==> src/hpp_pkg.sv <==
// Notes on behaviour
// - static strap selects ganged or per-port mode
// - overcurrent inputs active low, one per port
// - ganged mode combines overcurrent inputs by gating
// - one active-low open-drain enable per port
// - ganged mode switches all enables together
// - reset active high, 250 ns, full reinit
// - enables derive from gang, control register, overcurrent
// - static active-low bus-powered strap is read
package hpp_pkg;
    // port count
    localparam int NUM_PORTS = 4;
    // clock and reset timing
    localparam int CLK_PERIOD_NS = 100;
    localparam int RESET_MIN_NS = 250;
    localparam int RESET_MIN_CYCLES = (RESET_MIN_NS + CLK_PERIOD_NS - 1) / CLK_PERIOD_NS;
    localparam logic [1:0] RESET_CNT_MAX = 2'(RESET_MIN_CYCLES);
    // apb register byte offsets
    localparam logic [7:0] ADDR_CTRL = 8'h00;
    localparam logic [7:0] ADDR_STATUS = 8'h04;
    localparam logic [7:0] ADDR_IRQ_STAT = 8'h08;
    localparam logic [7:0] ADDR_IRQ_CLR = 8'h0C;
    localparam logic [7:0] ADDR_IRQ_EN = 8'h10;
    // status register field positions
    localparam int STAT_GANGED_BIT = 4;
    localparam int STAT_BUS_POWERED_N_BIT = 5;
    localparam int STAT_OSCILLATOR_DISABLE_BIT = 6;
    localparam int STAT_ENABLE_LSB = 8;
    // reset values
    localparam logic [3:0] CTRL_RESET = 4'h0;
    localparam logic [3:0] IRQ_RESET = 4'h0;
    localparam logic [31:0] READ_ZERO = 32'h0000_0000;
endpackage : hpp_pkg

==> src/hpp_reset_sync.sv <==
`timescale 1ns/1ps
// stretches reset so internal logic reinitialises for the minimum time
module hpp_reset_sync
    import hpp_pkg::*;
(
    input wire logic clk,
    input wire logic reset,
    input wire logic clkEn,
    output logic coreReset
);
    // remaining cycles of held reset
    logic [1:0] holdCnt_reg;

    // reload on reset, then count down before releasing
    always_ff @(posedge clk) begin
        if (reset) begin
            holdCnt_reg <= RESET_CNT_MAX;
            coreReset <= 1'b1;
        end else if (clkEn) begin
            if (holdCnt_reg != 2'h0) begin
                holdCnt_reg <= holdCnt_reg - 2'h1;
            end
            coreReset <= (holdCnt_reg != 2'h0);
        end
    end
endmodule : hpp_reset_sync

==> src/hpp_port_power.sv <==
`timescale 1ns/1ps
// combinational power decision for all ports
module hpp_port_power
    import hpp_pkg::*;
#(
    parameter int PORTS = NUM_PORTS
)(
    input wire logic gangedMode,
    input wire logic [PORTS-1:0] portOn,
    input wire logic [PORTS-1:0] overcurrentFlag_n,
    output logic [PORTS-1:0] powerRequest,
    output logic [PORTS-1:0] portFault
);
    // any active-low flag low means a fault
    logic anyFault;

    // faults are active low inputs; ganged mode gates them together
    always_comb begin
        anyFault = ~(&overcurrentFlag_n);
        if (gangedMode) begin
            portFault = {PORTS{anyFault}};
            powerRequest = (portOn[0] && !anyFault) ? {PORTS{1'b1}} : {PORTS{1'b0}};
        end else begin
            portFault = ~overcurrentFlag_n;
            powerRequest = portOn & overcurrentFlag_n;
        end
    end
endmodule : hpp_port_power

==> src/hpp_power_ctrl.sv <==
`timescale 1ns/1ps
// hub downstream power control with apb registers and interrupt
module hpp_power_ctrl
    import hpp_pkg::*;
#(
    parameter int PORTS = NUM_PORTS
)(
    input wire logic clk,
    input wire logic reset,
    input wire logic clkEn,
    input wire logic gangedMode,
    input wire logic busPowered_n,
    input wire logic oscillatorDisable,
    input wire logic [PORTS-1:0] overcurrentFlag_n,
    output logic [PORTS-1:0] portPowerEnable_n,
    output logic [PORTS-1:0] portPowerEnableOe,
    input wire logic psel,
    input wire logic penable,
    input wire logic pwrite,
    input wire logic [7:0] paddr,
    input wire logic [31:0] pwdata,
    output logic [31:0] prdata,
    output logic pready,
    output logic pslverr,
    output logic irq
);
    // internal reset, stretched
    logic coreReset;
    // sampled straps
    logic ganged_reg;
    logic bus_powered_n_reg;
    // software port power requests
    logic [PORTS-1:0] ctrl_reg;
    // sticky overcurrent events and enables
    logic [PORTS-1:0] irqStat_reg;
    logic [PORTS-1:0] irqEn_reg;
    // previous fault level for edge detection
    logic [PORTS-1:0] faultPrev_reg;
    // combinational power decision
    logic [PORTS-1:0] powerRequest;
    logic [PORTS-1:0] portFault;
    // access phase strobes
    logic apbWrite;
    logic apbRead;
    // power requests straight from control register, not gated by bus-power strap
    logic [PORTS-1:0] portOn;

    // strobes fire in the first access-phase cycle only, before pready
    assign apbWrite = psel && penable && pwrite && !pready;
    assign apbRead = psel && penable && !pwrite && !pready;

    // bus-powered hub may still switch ports; strap only recorded
    assign portOn = ctrl_reg;

    // reset stretcher
    hpp_reset_sync u_reset (
        .clk(clk),
        .reset(reset),
        .clkEn(clkEn),
        .coreReset(coreReset)
    );

    // power decision
    hpp_port_power #(.PORTS(PORTS)) u_power (
        .gangedMode(ganged_reg),
        .portOn(portOn),
        .overcurrentFlag_n(overcurrentFlag_n),
        .powerRequest(powerRequest),
        .portFault(portFault)
    );

    // straps caught after reset release, assumed static afterward
    always_ff @(posedge clk) begin
        if (reset) begin
            ganged_reg <= 1'b0;
            bus_powered_n_reg <= 1'b0;
        end else if (clkEn && coreReset) begin
            ganged_reg <= gangedMode;
            bus_powered_n_reg <= ~busPowered_n;
        end
    end

    // control register write
    always_ff @(posedge clk) begin
        if (coreReset) begin
            ctrl_reg <= CTRL_RESET[PORTS-1:0];
        end else if (clkEn && apbWrite && paddr == ADDR_CTRL) begin
            ctrl_reg <= pwdata[PORTS-1:0];
        end
    end

    // open-drain enables: drive low only to request power
    always_ff @(posedge clk) begin
        if (coreReset) begin
            portPowerEnable_n <= {PORTS{1'b1}};
            portPowerEnableOe <= {PORTS{1'b0}};
        end else if (clkEn) begin
            portPowerEnable_n <= ~powerRequest;
            portPowerEnableOe <= powerRequest;
        end
    end

    // sticky fault status: set wins over clear
    always_ff @(posedge clk) begin
        if (coreReset) begin
            irqStat_reg <= IRQ_RESET[PORTS-1:0];
            faultPrev_reg <= {PORTS{1'b0}};
        end else if (clkEn) begin
            faultPrev_reg <= portFault;
            if (apbWrite && paddr == ADDR_IRQ_CLR) begin
                irqStat_reg <= (irqStat_reg & ~pwdata[PORTS-1:0]) | (portFault & ~faultPrev_reg);
            end else begin
                irqStat_reg <= irqStat_reg | (portFault & ~faultPrev_reg);
            end
        end
    end

    // interrupt enable register
    always_ff @(posedge clk) begin
        if (coreReset) begin
            irqEn_reg <= IRQ_RESET[PORTS-1:0];
        end else if (clkEn && apbWrite && paddr == ADDR_IRQ_EN) begin
            irqEn_reg <= pwdata[PORTS-1:0];
        end
    end

    // interrupt level output
    always_ff @(posedge clk) begin
        if (coreReset) begin
            irq <= 1'b0;
        end else if (clkEn) begin
            irq <= |(irqStat_reg & irqEn_reg);
        end
    end

    // apb answer: one wait state, read data registered
    always_ff @(posedge clk) begin
        if (coreReset) begin
            pready <= 1'b0;
            pslverr <= 1'b0;
            prdata <= READ_ZERO;
        end else if (clkEn) begin
            pready <= psel && penable && !pready;
            pslverr <= 1'b0;
            prdata <= READ_ZERO;
            if (psel && penable && !pready) begin
                // unmapped offsets answer with an error
                unique case (paddr)
                    ADDR_CTRL: begin
                        prdata[PORTS-1:0] <= ctrl_reg;
                    end
                    ADDR_STATUS: begin
                        prdata[PORTS-1:0] <= portFault;
                        prdata[STAT_GANGED_BIT] <= ganged_reg;
                        prdata[STAT_BUS_POWERED_N_BIT] <= bus_powered_n_reg;
                        prdata[STAT_OSCILLATOR_DISABLE_BIT] <= oscillatorDisable;
                        prdata[STAT_ENABLE_LSB +: PORTS] <= ~portPowerEnable_n;
                    end
                    ADDR_IRQ_STAT: begin
                        prdata[PORTS-1:0] <= irqStat_reg;
                    end
                    ADDR_IRQ_CLR: begin
                        prdata <= READ_ZERO;
                    end
                    ADDR_IRQ_EN: begin
                        prdata[PORTS-1:0] <= irqEn_reg;
                    end
                    default: begin
                        pslverr <= 1'b1;
                    end
                endcase
            end
        end
    end
endmodule : hpp_power_ctrl

==> config.mk <==
export PLATFORM = sky130hd
export DESIGN_NAME = hpp_power_ctrl
export DESIGN_NICKNAME = d
export VERILOG_FILES = /design/src/hpp_pkg.sv /design/src/hpp_reset_sync.sv /design/src/hpp_port_power.sv /design/src/hpp_power_ctrl.sv
export SDC_FILE = /design/constraint.sdc
export NUM_CORES = 1
export LEC_CHECK = 0
export ABC_AREA = 1
export BUFFER_PORTS_ARGS = -buffer_cell sky130_fd_sc_hd__clkbuf_2
export CAP_MARGIN = 40
export CORE_MARGIN = 2
export CORE_UTILIZATION = 40
export DETAILED_ROUTE_END_ITERATION = 8
export PLACE_DENSITY = 0.79
export SKIP_CTS_REPAIR_TIMING = 1
export SYNTH_ARGS = -nofsm -noshare
export SYNTH_HDL_FRONTEND = slang
export SYNTH_SLANG_ARGS = --single-unit
export TNS_END_PERCENT = 5
==> constraint.sdc <==
create_clock -name clk -period 1.95 [get_ports clk]
set_input_delay 0.0975 -clock clk [delete_from_list [all_inputs] [get_ports clk]]
set_output_delay 0.0975 -clock clk [all_outputs]
set_load 0.01 [all_outputs]
==> flow_metrics.env <==
export IMPL_insertion_delay_ns=0.30
export IMPL_initial_core_util=0.421
export IMPL_rsz0062_at_grt="no"
export IMPL_async_reset_ff_frac=0
export IMPL_routedWlPerCell_um=11.4
export IMPL_cts_max_path_buffers=2
export IMPL_fin_cells=420
export IMPL_fp_dieW_um=78.0
export IMPL_drt_total_wl_um=4800
export IMPL_ys_top_cells_by_count="64 x nand2_1, 43 x dfxtp_1, 34 x a21oi_1"
export IMPL_synth_most_common_cell="nand2_1"
export IMPL_syn2layout_area_growth_pct=13.9
export IMPL_hold_viol=0
export IMPL_largest_register_ffs=11
export IMPL_fin_crit_sh=0.812
export IMPL_ys_warnings_count=0
export IMPL_synthAdderAreaFrac=0.00571
export IMPL_drtIter0Drc=158
export IMPL_synth_compound_gate_area_share=0.168
export IMPL_ys_seq_area_frac=0.393
export IMPL_cts_sinks=43
export IMPL_grt_usage=0.170
export IMPL_grt_max_degree=28
export IMPL_synth_top_family_by_area="simple AND/OR/NAND/NOR gates"
export IMPL_cts_tree="built"
export IMPL_drt_pass1_iter_count=4
export IMPL_yosysTopAreaCellShare=0.393
export IMPL_grt_use_met3=0.0442
export IMPL_post_place_cells=410
export IMPL_yosys_area_share_simple=0.277
export IMPL_slew_viol_final=0
export IMPL_num_vias=1970
export IMPL_final_nets=403
export IMPL_cts_clk_slew_worst_paths_ns=0.08
export IMPL_numCtsBuffers=5
export IMPL_gp_congestion=0.819
export IMPL_die_h_um=78.0
export IMPL_fillerInstances=530
export IMPL_root_buffer="clkbuf_8"
export IMPL_critPathLaunchType="flip-flop"
export IMPL_rows=26
export IMPL_outcome="complete, no violations"
export IMPL_synth_area_per_cell_um2=7.25
export IMPL_io_pin_count=96
export IMPL_fmax_mhz=632
export IMPL_fin_crit_ns=1.58
export IMPL_syn_area_um2=2190
export IMPL_port_buffers=46
export IMPL_busiest_layer="met2"
export IMPL_ir_worst_vdd_uv=240
export IMPL_p_leak_nw=1.12
export IMPL_htreeDepth=2
export IMPL_die_area_um2=6080
export IMPL_antenna_found_initial=0
export IMPL_syn_inst=302
export IMPL_cp_required_ns=2.20
export IMPL_synth_xor_xnor_area_share=0
export IMPL_r2r_slack_ns=0.37
export IMPL_grt_util_met2=0.294
export IMPL_regMostFlops="prdata"
export IMPL_critPathArrivalTime_ns=1.83
export IMPL_synth_seq_cells=43
export IMPL_critPathMaxFanout=27
export IMPL_pwr_density_cell_nw_per_um2=651
export IMPL_hp_class="input pin to flip-flop"
export IMPL_gr_usage_met1=0.201
export IMPL_grt_pass1_vias=1886
export IMPL_drive_gt1_frac=0.246
export IMPL_grt_remaining_overflow=0
export IMPL_end_kind="flip-flop"
export IMPL_post_route_util=0.479
export IMPL_criticalPathCategory="flip-flop to flip-flop"
export IMPL_grt_pass1_wl_um=8270
export IMPL_fp_coreArea_um2=5200
export IMPL_synth_top_flop_cell="dfxtp_1"
export IMPL_synth_area_mux_share=0
export IMPL_diodes=0
export IMPL_setup_tns_ns=0
export IMPL_setup_viol=0
export IMPL_viasPerCell=4.69
export IMPL_ant_nets=0
export IMPL_fin_worst_skew_ns=0.00331
export IMPL_yosysUniqueCellTypes=28
export IMPL_drc=0
export IMPL_max_cap_violations=0
export IMPL_synth_area_leaders="dfxtp_1 39%, nand2_1 11%, a21oi_1 7.8%"
export IMPL_dp_hpwl_um=3640
export IMPL_synth_area_leader_cell="dfxtp_1"
export IMPL_synth_edff_count=0
cells in the final DEF, fill, tap and decap left out, types with 2 or more instances in the layout:
cell type       n
conb_1         21
dfxtp_1        43
clkbuf_8        5
a21oi_2         4
nor3_1          4
o21ai_0        15
nand2_2         6
or2_0           3
nor2_4          7
clkinv_4        2
clkbuf_2       46
inv_2           4
a21oi_1        34
nand3_1        12
clkbuf_1        2
nor2_2          7
nand2_4         3
dlygate4sd3_1   2
nand2_1        64
inv_1          28
o21ai_1        11
nor2_1         18
area by class of cell:
cell class / count / area, um2 / share of cell area
well taps: 70 / 87.6 / 0.0351
clock inverters: 1 / 5.00 / 0.00201
inverters: 35 / 141 / 0.0567
repair buffers: 49 / 258 / 0.103
multi-input cells: 215 / 1070 / 0.427
flip-flops and latches: 43 / 861 / 0.345
clock buffers: 7 / 76.3 / 0.0306
logic make-up (layout without fill, tap and decap cells):
logic type / after synthesis / after routing
adders and majority gates: 1 / 1
other: 1 / 21
and+or+nand+nor: 125 / 125
AOI/OAI and AO/OA: 68 / 68
DFF: 43 / 43
buffers and inverters: 64 / 92
stage by stage:
stage	area [um2]	setup slack, ns	hold slack [ns]	total power, mW
after CTS	2470	0.639	-0.0208	1.63
after global routing	2490	0.231	0.0531	1.70
after global placement	2390	0.633	0.301	1.08
after floorplan	2260	0.822	0.176	1.07
final	2490	0.367	0.0301	1.62
after detailed placement	2390	0.609	0.301	1.09
power breakdown:
part	internal (mW)	leakage, nW	total [mW]	switching (mW)
Sequential	0.892	0.348	0.902	0.00974
Clock	0.251	0.0422	0.549	0.298
Combinational	0.0532	0.732	0.172	0.119
Total	1.20	1.12	1.62	0.427
per-layer routing:
| layer | wire (um) | part of all wire |
|---|---|---|
| met4 | 74 | 0.015 |
| met1 | 2040 | 0.43 |
| met3 | 295 | 0.061 |
| met2 | 2380 | 0.50 |
| met5 | 0 | 0 |
worst paths after layout:
path,from,cells after the start,end
max,u_reset.coreReset$_SDFFE_PP1P_,4,bus_powered_n_reg$_SDFFE_PP0P_
min,oscillatorDisable,3,prdata[6]$_SDFFE_PP0P_
max reg2reg,u_reset.coreReset$_SDFFE_PP1P_,4,bus_powered_n_reg$_SDFFE_PP0P_
min reg2reg,faultPrev_reg[2]$_SDFFE_PP0P_,2,faultPrev_reg[2]$_SDFFE_PP0P_
critical path, stage by stage (launching register included):
cell and delay, ns:
dfxtp_1 0.33, buf_4 0.31, a21oi_1 0.13, a311oi_1 0.20, dlygate4sd3_1 0.57
No activity file was read; power rests on OpenSTA's default activity.
